`config.mk`:
```
export PLATFORM = sky130hd
export DESIGN_NAME = pdd_core
export DESIGN_NICKNAME = d
export VERILOG_FILES = /design/src/core/pdd_core.v
export VERILOG_INCLUDE_DIRS = /design/src /design/src/include
export SDC_FILE = /design/constraint.sdc
export NUM_CORES = 2
export LEC_CHECK = 0
export BUFFER_PORTS_ARGS = -buffer_cell sky130_fd_sc_hd__clkbuf_2
export CAP_MARGIN = 10
export CORE_MARGIN = 2
export CORE_UTILIZATION = 25
export DETAILED_ROUTE_END_ITERATION = 7
export PLACE_DENSITY = 0.37
export SYNTH_ARGS = -nofsm -noshare
export SYNTH_HDL_FRONTEND = slang
export SYNTH_SLANG_ARGS = --single-unit
```
`constraint.sdc`:
```
create_clock -name clock -period 14.6 [get_ports clock]
set_clock_uncertainty 0.05 [all_clocks]
set_input_delay 2.92 -clock clock [delete_from_list [all_inputs] [get_ports clock]]
set_output_delay 2.92 -clock clock [all_outputs]
set_load 0.005 [all_outputs]
```
`src/include/pdd_map.vh`:
```
// object indices, subindices, delivery values and limits of the drive parameter dictionary
// assumes: included by the dictionary core only; values are 8/16/32-bit sized constants
`ifndef PDD_MAP_VH
`define PDD_MAP_VH

// object indices
`define PDD_IDX_SM_TYPES 16'h1C00
`define PDD_IDX_SM0_ASSIGN 16'h1C10
`define PDD_IDX_SM1_ASSIGN 16'h1C11
`define PDD_IDX_SM2_ASSIGN 16'h1C12
`define PDD_IDX_SM3_ASSIGN 16'h1C13
`define PDD_IDX_SCRATCH 16'h2000
`define PDD_IDX_GOAL 16'h2001
`define PDD_IDX_PRESENT 16'h2003
`define PDD_IDX_OFFSET 16'h2004
`define PDD_IDX_FERR 16'h2005
`define PDD_IDX_WINDOW 16'h2006
`define PDD_IDX_NUM 16'h2010
`define PDD_IDX_DEN 16'h2011
`define PDD_IDX_POS_RPM 16'h2012
`define PDD_IDX_MAN_RPM 16'h2013
`define PDD_IDX_TORQUE 16'h2014
`define PDD_IDX_UPPER 16'h2016
`define PDD_IDX_START_TORQUE 16'h2018
`define PDD_IDX_START_MS 16'h2019

// subindex layout
`define PDD_SUB_COUNT 8'h00
`define PDD_SUB_FIRST 8'h01
`define PDD_SM_COUNT 8'h04
`define PDD_SM0_ASSIGN_COUNT 8'h00
`define PDD_SM1_ASSIGN_COUNT 8'h00
`define PDD_SM2_ASSIGN_COUNT 8'h01
`define PDD_SM3_ASSIGN_COUNT 8'h01
`define PDD_RXPDO_MAP 16'h1600
`define PDD_TXPDO_MAP 16'h1A00
`define PDD_SCRATCH_COUNT 8'h0A

// delivery values
`define PDD_SCRATCH_RST 16'h0000
`define PDD_GOAL_RST 32'h00000000
`define PDD_OFFSET_RST 32'h00000000
`define PDD_FERR_RST 16'h0000
`define PDD_WINDOW_RST 16'h0002
`define PDD_SCALE_RST 16'h0190
`define PDD_UPPER_RST 32'h00018B50
`define PDD_START_MS_RST 16'h00C8

// value ranges
`define PDD_FERR_MAX 16'h03E8
`define PDD_WINDOW_MIN 16'h0001
`define PDD_WINDOW_BASE_MAX 16'h0064
`define PDD_SCALE_MIN 16'h0001
`define PDD_SCALE_MAX 16'h2710
`define PDD_REV_LO_MULT 16'h00FD
`define PDD_REV_HI_MULT 16'h0003

`endif

```
`src/core/pdd_core.v`:
```
// parameter dictionary of a positioning drive: object access, scaling, limits and position status
// assumes: object requests, axis inputs and positions come from logic on the same clock
`timescale 1ns/1ps
`default_nettype none
`include "pdd_map.vh"

// How it works
// - sync-manager type object lists four entries, types 1 to 4, read-only
// - assignment lists of sync managers zero and one report zero entries
// - sync manager two assigns one receive mapping, 0x1600, as 16-bit entry
// - sync manager three assigns one transmit mapping, 0x1A00, as 16-bit entry
// - ten writable scratch words after read-only count of ten, zero at delivery
// - signed goal position held in user units, writable, zero after reset
// - writing present position re-references it without motion, only at standstill
// - correction offset shifts goal, present and limit; standstill-only, default zero
// - following-error flag when command-to-actual deviation exceeds 16-bit limit
// - in-position flag when goal-to-actual difference lies within window, default two
// - window maximum scales with resolution; window writes only at standstill
// - numerator and denominator set resolution, default 400, standstill-only writes
// - positioning runs use their own maximum speed
// - manual runs use a separate maximum speed
// - start-up torque limit during start phase, running limit afterwards
// - start phase lasts a programmable number of milliseconds, default 200
// - upper travel bound caps goals; not below mapping end minus 253 revolutions
// - upper bound not above mapping end minus three revolutions; standstill-only
module pdd_core #(
  parameter CLK_KHZ = 25000,
  parameter [15:0] POS_RPM_RST = 16'h0064,
  parameter [15:0] MAN_RPM_RST = 16'h0032,
  parameter [15:0] TORQUE_RST = 16'h0064,
  parameter [15:0] START_TORQUE_RST = 16'h0064
) (
  // clock and reset
  input wire clock,
  input wire rst,
  // object access from the mailbox service
  input wire obj_req,
  input wire obj_wr,
  input wire [15:0] obj_index,
  input wire [7:0] obj_sub,
  input wire [31:0] obj_wdata,
  output wire obj_ack,
  output wire obj_abort,
  output wire [31:0] obj_rdata,
  // axis state
  input wire axis_standstill,
  input wire manual_run,
  input wire move_start,
  input wire [31:0] raw_position,
  input wire [31:0] cmd_position,
  input wire [31:0] map_end,
  // motion limits and status
  output wire [31:0] target_raw,
  output wire [31:0] upper_raw,
  output wire [15:0] speed_limit,
  output wire [15:0] torque_limit,
  output wire start_phase,
  output wire in_position,
  output wire following_error
);

  localparam [31:0] MS_CYCLES = CLK_KHZ;
  localparam integer SCRATCH_WORDS = `PDD_SCRATCH_COUNT;

  reg ack_q;
  reg abort_q;
  reg [31:0] rdata_q;
  reg [15:0] scratch_q [0:SCRATCH_WORDS-1];
  reg [31:0] goal_q;
  reg [31:0] ref_adj_q;
  reg [31:0] offset_q;
  reg [15:0] ferr_q;
  reg [15:0] window_q;
  reg [15:0] num_q;
  reg [15:0] den_q;
  reg [15:0] pos_rpm_q;
  reg [15:0] man_rpm_q;
  reg [15:0] torque_q;
  reg [31:0] upper_q;
  reg [15:0] start_torque_q;
  reg [15:0] start_ms_q;
  reg [31:0] div_q;
  reg [15:0] ms_left_q;
  reg [31:0] target_raw_q;
  reg [31:0] upper_raw_q;
  reg [15:0] speed_q;
  reg [15:0] torque_lim_q;
  reg start_phase_q;
  reg in_pos_q;
  reg ferr_flag_q;
  reg [15:0] scratch_rd;

  reg rd_ok;
  reg [31:0] rd_val;
  reg wr_ok;
  reg [31:0] target_raw_d;
  reg [31:0] upper_raw_d;
  wire [31:0] present_user;
  wire [31:0] upper_lo;
  wire [31:0] upper_hi;
  wire [31:0] win_scaled;
  wire [31:0] win_cap;
  wire single;
  wire scratch_sub;
  wire do_write;
  wire req_ok;
  wire ms_tick;
  wire start_busy;
  wire [SCRATCH_WORDS-1:0] scratch_hit;
  integer i;
  integer j;
  genvar g;

  function [31:0] absdiff;
    input [31:0] a;
    input [31:0] b;
    reg [31:0] d;
    begin
      d = a - b;
      absdiff = d[31] ? (32'h00000000 - d) : d;
    end
  endfunction

  // signed a <= b on 32-bit words
  function not_above;
    input [31:0] a;
    input [31:0] b;
    begin
      not_above = ($signed(a) <= $signed(b));
    end
  endfunction

  // 16-bit objects refuse anything in the upper half of the word
  function fits16;
    input [31:0] v;
    begin
      fits16 = (v[31:16] == 16'h0000);
    end
  endfunction

  function [31:0] zx16;
    input [15:0] v;
    begin
      zx16 = {16'h0000, v};
    end
  endfunction

  function [31:0] zx8;
    input [7:0] v;
    begin
      zx8 = {24'h000000, v};
    end
  endfunction

  assign single = (obj_sub == `PDD_SUB_COUNT);
  assign scratch_sub = |scratch_hit;
  assign present_user = raw_position + ref_adj_q + offset_q;
  // numerator counts user units per revolution
  assign upper_lo = map_end - {16'h0000, num_q} * {16'h0000, `PDD_REV_LO_MULT};
  assign upper_hi = map_end - {16'h0000, num_q} * {16'h0000, `PDD_REV_HI_MULT};
  // cross-multiplied to avoid a divider: window*den <= base*num
  assign win_scaled = {16'h0000, obj_wdata[15:0]} * {16'h0000, den_q};
  assign win_cap = {16'h0000, `PDD_WINDOW_BASE_MAX} * {16'h0000, num_q};
  assign do_write = obj_req && obj_wr && wr_ok;
  assign req_ok = obj_wr ? wr_ok : rd_ok;
  assign ms_tick = (div_q == MS_CYCLES - 32'h00000001);
  assign start_busy = move_start || (ms_left_q != 16'h0000);

  // one subindex match per scratch word, shared by the read select and the write enables
  generate
    for (g = 0; g < SCRATCH_WORDS; g = g + 1) begin : g_scratch_hit
      localparam integer WORD_SUB = `PDD_SUB_FIRST + g;
      assign scratch_hit[g] = ({24'h000000, obj_sub} == WORD_SUB);
    end
  endgenerate

  // select by match, not by index, so a bad subindex never reads past the array
  always @* begin
    scratch_rd = `PDD_SCRATCH_RST;
    for (j = 0; j < SCRATCH_WORDS; j = j + 1) begin
      if (scratch_hit[j]) begin
        scratch_rd = scratch_q[j];
      end
    end
  end

  always @* begin
    rd_ok = single;
    rd_val = 32'h00000000;
    case (obj_index)
      `PDD_IDX_SM_TYPES: begin
        rd_ok = (obj_sub <= `PDD_SM_COUNT);
        rd_val = single ? zx8(`PDD_SM_COUNT) : zx8(obj_sub);
      end
      `PDD_IDX_SM0_ASSIGN: rd_val = zx8(`PDD_SM0_ASSIGN_COUNT);
      `PDD_IDX_SM1_ASSIGN: rd_val = zx8(`PDD_SM1_ASSIGN_COUNT);
      `PDD_IDX_SM2_ASSIGN: begin
        rd_ok = single || (obj_sub == `PDD_SUB_FIRST);
        rd_val = single ? zx8(`PDD_SM2_ASSIGN_COUNT) : zx16(`PDD_RXPDO_MAP);
      end
      `PDD_IDX_SM3_ASSIGN: begin
        rd_ok = single || (obj_sub == `PDD_SUB_FIRST);
        rd_val = single ? zx8(`PDD_SM3_ASSIGN_COUNT) : zx16(`PDD_TXPDO_MAP);
      end
      `PDD_IDX_SCRATCH: begin
        rd_ok = single || scratch_sub;
        rd_val = single ? zx8(`PDD_SCRATCH_COUNT) : zx16(scratch_rd);
      end
      `PDD_IDX_GOAL: rd_val = goal_q;
      `PDD_IDX_PRESENT: rd_val = present_user;
      `PDD_IDX_OFFSET: rd_val = offset_q;
      `PDD_IDX_FERR: rd_val = zx16(ferr_q);
      `PDD_IDX_WINDOW: rd_val = zx16(window_q);
      `PDD_IDX_NUM: rd_val = zx16(num_q);
      `PDD_IDX_DEN: rd_val = zx16(den_q);
      `PDD_IDX_POS_RPM: rd_val = zx16(pos_rpm_q);
      `PDD_IDX_MAN_RPM: rd_val = zx16(man_rpm_q);
      `PDD_IDX_TORQUE: rd_val = zx16(torque_q);
      `PDD_IDX_UPPER: rd_val = upper_q;
      `PDD_IDX_START_TORQUE: rd_val = zx16(start_torque_q);
      `PDD_IDX_START_MS: rd_val = zx16(start_ms_q);
      default: rd_ok = 1'b0;
    endcase
  end

  // write acceptance; anything not listed, including the read-only objects, is refused
  always @* begin
    wr_ok = 1'b0;
    case (obj_index)
      `PDD_IDX_SCRATCH: wr_ok = scratch_sub && fits16(obj_wdata);
      `PDD_IDX_GOAL: wr_ok = single && not_above(obj_wdata, upper_q);
      `PDD_IDX_PRESENT: wr_ok = single && axis_standstill;
      `PDD_IDX_OFFSET: wr_ok = single && axis_standstill;
      `PDD_IDX_FERR: wr_ok = single && fits16(obj_wdata) && (obj_wdata[15:0] <= `PDD_FERR_MAX);
      `PDD_IDX_WINDOW:
        wr_ok = single && axis_standstill && fits16(obj_wdata) &&
                (obj_wdata[15:0] >= `PDD_WINDOW_MIN) && (win_scaled <= win_cap);
      `PDD_IDX_NUM, `PDD_IDX_DEN:
        wr_ok = single && axis_standstill && fits16(obj_wdata) &&
                (obj_wdata[15:0] >= `PDD_SCALE_MIN) && (obj_wdata[15:0] <= `PDD_SCALE_MAX);
      `PDD_IDX_POS_RPM, `PDD_IDX_MAN_RPM, `PDD_IDX_TORQUE, `PDD_IDX_START_TORQUE, `PDD_IDX_START_MS:
        wr_ok = single && fits16(obj_wdata);
      `PDD_IDX_UPPER:
        wr_ok = single && axis_standstill && not_above(upper_lo, obj_wdata) &&
                not_above(obj_wdata, upper_hi);
      default: wr_ok = 1'b0;
    endcase
  end

  // object answers: one cycle after the request
  always @(posedge clock) begin
    if (rst) begin
      ack_q <= 1'b0;
      abort_q <= 1'b0;
      rdata_q <= 32'h00000000;
    end else begin
      ack_q <= obj_req && req_ok;
      abort_q <= obj_req && !req_ok;
      if (obj_req) begin
        rdata_q <= (!obj_wr && rd_ok) ? rd_val : 32'h00000000;
      end
    end
  end

  // scratch words; backup to nonvolatile memory is outside this block
  always @(posedge clock) begin
    if (rst) begin
      for (i = 0; i < SCRATCH_WORDS; i = i + 1) begin
        scratch_q[i] <= `PDD_SCRATCH_RST;
      end
    end else begin
      for (i = 0; i < SCRATCH_WORDS; i = i + 1) begin
        if (do_write && (obj_index == `PDD_IDX_SCRATCH) && scratch_hit[i]) begin
          scratch_q[i] <= obj_wdata[15:0];
        end
      end
    end
  end

  // parameter storage; backup to nonvolatile memory is outside this block
  always @(posedge clock) begin
    if (rst) begin
      goal_q <= `PDD_GOAL_RST;
      ref_adj_q <= 32'h00000000;
      offset_q <= `PDD_OFFSET_RST;
      ferr_q <= `PDD_FERR_RST;
      window_q <= `PDD_WINDOW_RST;
      num_q <= `PDD_SCALE_RST;
      den_q <= `PDD_SCALE_RST;
      pos_rpm_q <= POS_RPM_RST;
      man_rpm_q <= MAN_RPM_RST;
      torque_q <= TORQUE_RST;
      upper_q <= `PDD_UPPER_RST;
      start_torque_q <= START_TORQUE_RST;
      start_ms_q <= `PDD_START_MS_RST;
    end else if (do_write) begin
      case (obj_index)
        `PDD_IDX_GOAL: goal_q <= obj_wdata;
        // only the reference moves, the axis stays where it is
        `PDD_IDX_PRESENT: ref_adj_q <= obj_wdata - raw_position - offset_q;
        `PDD_IDX_OFFSET: offset_q <= obj_wdata;
        `PDD_IDX_FERR: ferr_q <= obj_wdata[15:0];
        `PDD_IDX_WINDOW: window_q <= obj_wdata[15:0];
        `PDD_IDX_NUM: num_q <= obj_wdata[15:0];
        `PDD_IDX_DEN: den_q <= obj_wdata[15:0];
        `PDD_IDX_POS_RPM: pos_rpm_q <= obj_wdata[15:0];
        `PDD_IDX_MAN_RPM: man_rpm_q <= obj_wdata[15:0];
        `PDD_IDX_TORQUE: torque_q <= obj_wdata[15:0];
        `PDD_IDX_UPPER: upper_q <= obj_wdata;
        `PDD_IDX_START_TORQUE: start_torque_q <= obj_wdata[15:0];
        `PDD_IDX_START_MS: start_ms_q <= obj_wdata[15:0];
        default: goal_q <= goal_q;
      endcase
    end
  end

  // start phase timer in milliseconds; a new move restarts it
  always @(posedge clock) begin
    if (rst) begin
      div_q <= 32'h00000000;
      ms_left_q <= 16'h0000;
    end else if (move_start) begin
      div_q <= 32'h00000000;
      ms_left_q <= start_ms_q;
    end else if (ms_left_q != 16'h0000) begin
      if (ms_tick) begin
        div_q <= 32'h00000000;
        ms_left_q <= ms_left_q - 16'h0001;
      end else begin
        div_q <= div_q + 32'h00000001;
      end
    end
  end

  // user space to motor space: strip offset and reference
  always @* begin
    target_raw_d = goal_q - offset_q - ref_adj_q;
    upper_raw_d = upper_q - offset_q - ref_adj_q;
  end

  always @(posedge clock) begin
    if (rst) begin
      target_raw_q <= 32'h00000000;
      upper_raw_q <= 32'h00000000;
      speed_q <= 16'h0000;
      torque_lim_q <= 16'h0000;
      start_phase_q <= 1'b0;
      in_pos_q <= 1'b0;
      ferr_flag_q <= 1'b0;
    end else begin
      target_raw_q <= target_raw_d;
      upper_raw_q <= upper_raw_d;
      speed_q <= manual_run ? man_rpm_q : pos_rpm_q;
      start_phase_q <= start_busy;
      torque_lim_q <= start_busy ? start_torque_q : torque_q;
      in_pos_q <= (absdiff(target_raw_d, raw_position) <= {16'h0000, window_q});
      ferr_flag_q <= (absdiff(cmd_position, raw_position) > {16'h0000, ferr_q});
    end
  end

  assign obj_ack = ack_q;
  assign obj_abort = abort_q;
  assign obj_rdata = rdata_q;
  assign target_raw = target_raw_q;
  assign upper_raw = upper_raw_q;
  assign speed_limit = speed_q;
  assign torque_limit = torque_lim_q;
  assign start_phase = start_phase_q;
  assign in_position = in_pos_q;
  assign following_error = ferr_flag_q;

endmodule // pdd_core
`default_nettype wire

```
After elaboration in Yosys (flattened, before gate mapping)
Memory sizes are Yosys's and may differ from the RTL's.
Index checks and enable logic that the tools add are counted.
{ "totals": {"regBits": 453, "latch_bits": 0, "mem_bits_rw": 160, "romBits": 0, "inputBits": 159, "out_inout_bits": 133, "word_cells": 223, "memories": 1} }
{ "mem_list": {"columns": ["name", "words", "word_bits", "read_ports", "rd_clocked_by_memory_dff", "write_ports", "line", "source"], "rows": [
  ["scratch_q", 10, 16, 10, 0, 10, "pdd_core.v:68", "reg [15:0] scratch_q [0:SCRATCH_WORDS-1];"]
]} }
{ "classes": {"n_addsub": 16, "n_mul": 4, "n_div": 0, "magnitude_cmp": 10, "n_eq_ne": 30, "shift": 0, "muxes": 69, "n_bitwise": 10, "n_reduce_logical": 58} }
{ "op_table": {"columns": ["cell", "count"], "rows": [
  ["case mux 32 bit (17 select lines)", 1],
  ["2-to-1 mux 16 bit", 26],
  ["subtractor 32 bit", 8],
  ["== test 16 x 14 -> 1 bit, second input constant", 14],
  ["2-to-1 mux 32 bit", 4],
  ["<= comparator 32 bit", 3],
  ["== test 16 x 13 -> 1 bit, second input constant", 5],
  ["adder 32 bit", 2],
  ["subtractor 1 x 32 -> 32 bit, first input constant", 2],
  ["2-to-1 mux 1 bit", 33],
  ["adder 32 x 1 -> 32 bit, second input constant", 1],
  ["== test 32 x 15 -> 1 bit, second input constant", 1],
  ["== test 8 x 3 -> 1 bit, second input constant", 4],
  ["greater-than comparator 32 x 16 -> 1 bit", 1],
  ["<= comparator 32 x 16 -> 1 bit", 1],
  ["<= comparator 32 x 23 -> 1 bit", 1],
  ["multiplier 16 x 16 -> 32 bit", 1],
  ["subtractor 32 x 18 -> 32 bit", 1],
  ["subtractor 32 x 24 -> 32 bit", 1],
  ["AND reduction 2 bit", 14],
  ["logical AND 1 bit", 27],
  ["2-to-1 mux 13 bit", 2],
  ["== test 8 x 4 -> 1 bit, second input constant", 3],
  ["multiplier 16 x 8 -> 24 bit, second input constant", 1],
  ["23 further kinds", 40]
]} }

Logic depth before layout (Yosys ltp)
{ "logic_depth": {"word_depth": 14, "mapped_depth": 40, "mapped_depth_nobuf": 39} }

Worst setup path before layout
Ideal clock, no wire load.
{ "synth_timing": {"path_type": "input port to flip-flop", "from": "input obj_wdata[5]", "to": "memory scratch_q[5][0] (enable)", "setup_time_ns": 0.414, "t_arrival_ns": 11.815, "required_ns": 14.136, "setup_slack_ns": 2.320, "path_stages": 35, "n_path_buf": 3, "path_cell_list": "clkbuf_1 > clkbuf_1 > nand2_1 > fa_1 > inv_1 > fa_1 > inv_1 > fa_1 > inv_1 > fa_1 > fa_1 > inv_1 > fa_1 > inv_1 > ha_1 > a21o_1 > a21o_1 > a21oi_1 > nor2b_1 > or3_1 > nor4_1 > nor2_1 > xor2_1 > ha_1 > a21o_1 > a21oi_1 > o21ai_0 > a211oi_1 > nor2_1 > nor4_1 > o311ai_1 > nor3_2 > buf_4 > o21ai_1 > o31ai_1"} }
{ "synth_lines": {"columns": ["element", "line", "source"], "rows": [
  ["start, declared", "pdd_core.v:41", "input wire [31:0] obj_wdata,"],
  ["end, declared", "pdd_core.v:68", null]
]} }

==> results.rst <==
.. list-table::
   :header-rows: 1

   * - Metric
     - Value
   * - Net total in the final layout
     - 8239
   * - Yosys cell types
     - 105
   * - Sum of net half-perimeters after detailed placement
     - 214000 um
   * - Average wire per standard cell
     - 26.1 um
   * - Primary flip-flop cell chosen by synthesis mapping
     - dfxtp_1
   * - Gr ovfl total
     - 0
   * - Status
     - complete, no violations
   * - Final Setup Violations
     - 0
   * - Crit-path slowest cell
     - nor4_2
   * - Via density per instance
     - 5.07
   * - Arrival time at the worst endpoint
     - 13.25 ns
   * - Final RePlAce weighted congestion
     - 0.917
   * - Rel. slew slack
     - 10.4%
   * - Total placed instance area
     - 0.0651 sq mm
   * - Final critical-path share of the clock period
     - 87.2%
   * - Wire length of the first global-routing pass
     - 383000 um
   * - Number of max-slew violations in the final report
     - 0
   * - Slew at the pin closest to its max-slew limit
     - 1.34 ns
   * - Portion of synthesized cell area occupied by the leading cell type
     - 15.2%
   * - Synth warnings
     - 0
   * - Number of antenna violations at the first check in global routing
     - 27
   * - Count of unresolved DRC violations after routing
     - 0
   * - Non-Filler Cell Area, Final
     - 0.0678 sq mm
   * - Mapped cell area
     - 0.0597 sq mm
   * - Total track usage
     - 21.6%
   * - Vias in the first global route
     - 51590
   * - Flops & latches, synth
     - 613
   * - CTS tree
     - yes
   * - Count of non-filler cells in the finished layout
     - 10301
   * - Hold/Removal Path Class
     - flop to flop
   * - Max Clock Freq
     - 78.5 MHz
   * - Leakage power figure
     - 29.8 nW
   * - Post-route antenna net violation count
     - 0
   * - Die W
     - 493 um
   * - Insertion delay of the later-clocked pin in the worst-skew pair
     - 0.72 ns
   * - Root buffer selected by CTS
     - clkbuf_16
   * - Maximum number of pins on one net before global-route repair
     - 111
   * - Layout overhead on the synthesized area
     - 13.6%
   * - Height of the die
     - 493 um
   * - Post-Place Cells
     - 10139
   * - Core Box Area
     - 0.238 sq mm
   * - Worst IR Drop VDD
     - 0.0857 mV
   * - First-iteration detailed-routing DRC count
     - 4183
   * - Max Fanout on Critical Path
     - 59
   * - Depth of the CTS H-tree
     - 3
   * - Number of sinks on the clock net
     - 613
   * - Total negative setup slack
     - 0 ns
   * - Maximum number of buffers from clock root to sink
     - 3
   * - Average instance area after synthesis
     - 8.70 sq um
   * - Cell repeated most along the worst path
     - ha_1
   * - Starting utilization of the core area
     - 25.1%
   * - Number of buffers inserted for hold repair after clock tree synthesis
     - 0
   * - Pwr Density
     - 75.9 mW/mm^2
   * - Crit path kind
     - primary input to flop
   * - Critical path startpoint category
     - primary input
   * - Number of violations of the max-capacitance limit
     - 0
   * - Post-CTS setup repair buffer count
     - 0
   * - Number of standard cells after synthesis
     - 6857
   * - Share of cells above drive strength 1
     - 9.24%
   * - Fin. Hold Viols
     - 0
   * - Area leader, netlist
     - dfxtp_1
   * - Endpoint kind of the worst setup timing path
     - flop
   * - FFs w/ async S/R, synth
     - 0%
   * - Leading cell types by total area after synthesis
     - dfxtp_1 (15%), fa_1 (14%), ha_1 (13%)
   * - Data required time at the worst endpoint
     - 15.12 ns
   * - Number of iterations in the first detailed-routing pass
     - 7
   * - Total power consumption of the routed design
     - 0.00514 W
   * - IO Pins
     - 292
   * - Synthesized Nets
     - 8042
   * - Post-cts sizing count
     - 0
   * - RSZ-0062 raised after global routing
     - no
   * - Post-synth EDFFs
     - 160
   * - Clock transition at the registers of the reported paths
     - 0.06 ns
   * - Min cycle time layout
     - 12.74 ns
   * - Seq/Total Area, Yosys
     - 23.3%
   * - Total clock buffers created by CTS
     - 79
   * - Placement row count
     - 179
   * - Detailed-route wire length
     - 269000 um
   * - Vias
     - 52206
   * - Overall die area
     - 0.243 sq mm
   * - Port buffer count
     - 291
   * - Max incr delay on CP
     - 1.13 ns
==> state kept, by name, summed over array words and instances, names as in the netlist, 16 cells and up <==
signal	count
den_q	16
div_q	32
ferr_q	16
goal_q	32
man_rpm_q	16
ms_left_q	16
num_q	16
obj_rdata	32
offset_q	32
pos_rpm_q	16
ref_adj_q	32
scratch_q	160
speed_limit	16
start_ms_q	16
start_torque_q	16
target_raw	32
torque_limit	16
torque_q	16
upper_q	32
upper_raw	32
window_q	16
==> kinds of logic (layout without fill, tap and decap cells) <==
group | Yosys count | after routing | synth area share (%)
flip-flops | 613 | 613 | 23.3
buffers and inverters | 1062 | 1319 | 6.75
AND/OR/NAND/NOR | 2179 | 2179 | 18.2
multiplexers | 292 | 292 | 4.91
other | 0 | 20 | 0
AO/OA/AOI/OAI | 1364 | 1364 | 15.3
adder cells (fa/ha/maj) | 1026 | 1026 | 26.9
XOR/XNOR | 321 | 321 | 4.72
==> report_power, final <==
part           switching, W  internal [W]  total [W]
Combinational      0.000833      0.000479    0.00131
Sequential       0.00000980       0.00177    0.00178
Clock              0.000914       0.00114    0.00206
Total               0.00176       0.00339    0.00514
==> layer usage <==
layer	GRT usage (%)	part of all wire, %	vias up	wire length (um)
li1	-	-	24277	-
met5	0	0.011	-	30
met4	8.49	4.0	4	10600
met2	35.0	46	1449	124000
met3	2.20	4.6	302	12500
met1	29.5	45	26174	122000
==> final cells by class <==
type	instances	area, sq um
fill	25428	170000
multi-input combinational	5182	41900
sequential	613	13900
tap	3167	3960
inverter	755	2840
timing repair buffer	423	2460
clock buffer	104	2180
clock inverter	37	448
antenna	20	50.0
==> worst max-delay path, delay by kind of cell <==
| kind | cells | cell delay [ns] |
|---|---|---|
| AO/OA/AOI/OAI | 13 | 3.76 |
| adder cells (fa/ha/maj) | 5 | 1.79 |
| buffers and inverters | 4 | 0.62 |
| XOR/XNOR | 1 | 0.13 |
| AND/OR/NAND/NOR | 11 | 4.04 |
==> cells in the final DEF, fill, tap and decap left out, types with 48 or more instances in the layout <==
cell type / count
o21ai_0: 217
clkbuf_16: 79
edfxtp_1: 160
a22oi_1: 57
nor2b_1: 55
xnor2_1: 189
and2_1: 252
a31oi_1: 48
a21o_1: 150
a21oi_1: 356
o31ai_1: 51
nand3_1: 111
mux2i_1: 287
fa_1: 424
nor2_1: 430
nand2_1: 689
dfxtp_1: 453
nor4_1: 116
nand2b_1: 61
ha_1: 602
nor3_1: 120
inv_1: 751
xor2_1: 130
nand4_1: 111
clkbuf_2: 289
o21a_1: 72
buf_4: 131
==> Yosys cell counts, types with 42 or more instances <==
cell type and instances:
xor2_1 130, xnor2_1 190, fa_1 424, a31oi_1 48, nand3_1 111, nor2b_1 55, nand4_1 111, nand2_1 690
nand2b_1 61, o21ai_0 221, a22oi_1 57, o21a_1 73, ha_1 602, mux2i_1 287, nor4_1 117, a21oi_1 357
clkbuf_1 267, dfxtp_1 453, a21o_1 150, nor2_1 430, nor3_1 128, and2_1 252, o31ai_1 56, and3_1 47
a211oi_1 42, edfxtp_1 160, inv_1 752
==> final timing paths <==
check | startpoint | to | slack (ns) | depth (start not counted)
setup / recovery | map_end[0] | scratch_q[8][10] | 1.86 | 34
hold reg to reg | ferr_q[4] | ferr_q[4] | 0.41 | 2
setup reg to reg | num_q[2] | scratch_q[8][10] | 3.37 | 34
hold / removal | ferr_q[4] | ferr_q[4] | 0.41 | 2
==> stage by stage <==
stage               setup WS [ns]  hold slack [ns]  utilization [%]
global route                 1.18            0.439             28.5
CTS                          1.92            0.409             28.5
floorplan                    2.32            0.389                -
finish                       1.86            0.410             28.5
global placement             1.06            0.395             27.4
detailed placement           1.13            0.402             27.4
Note: power is estimated with default switching activity, not from simulation.
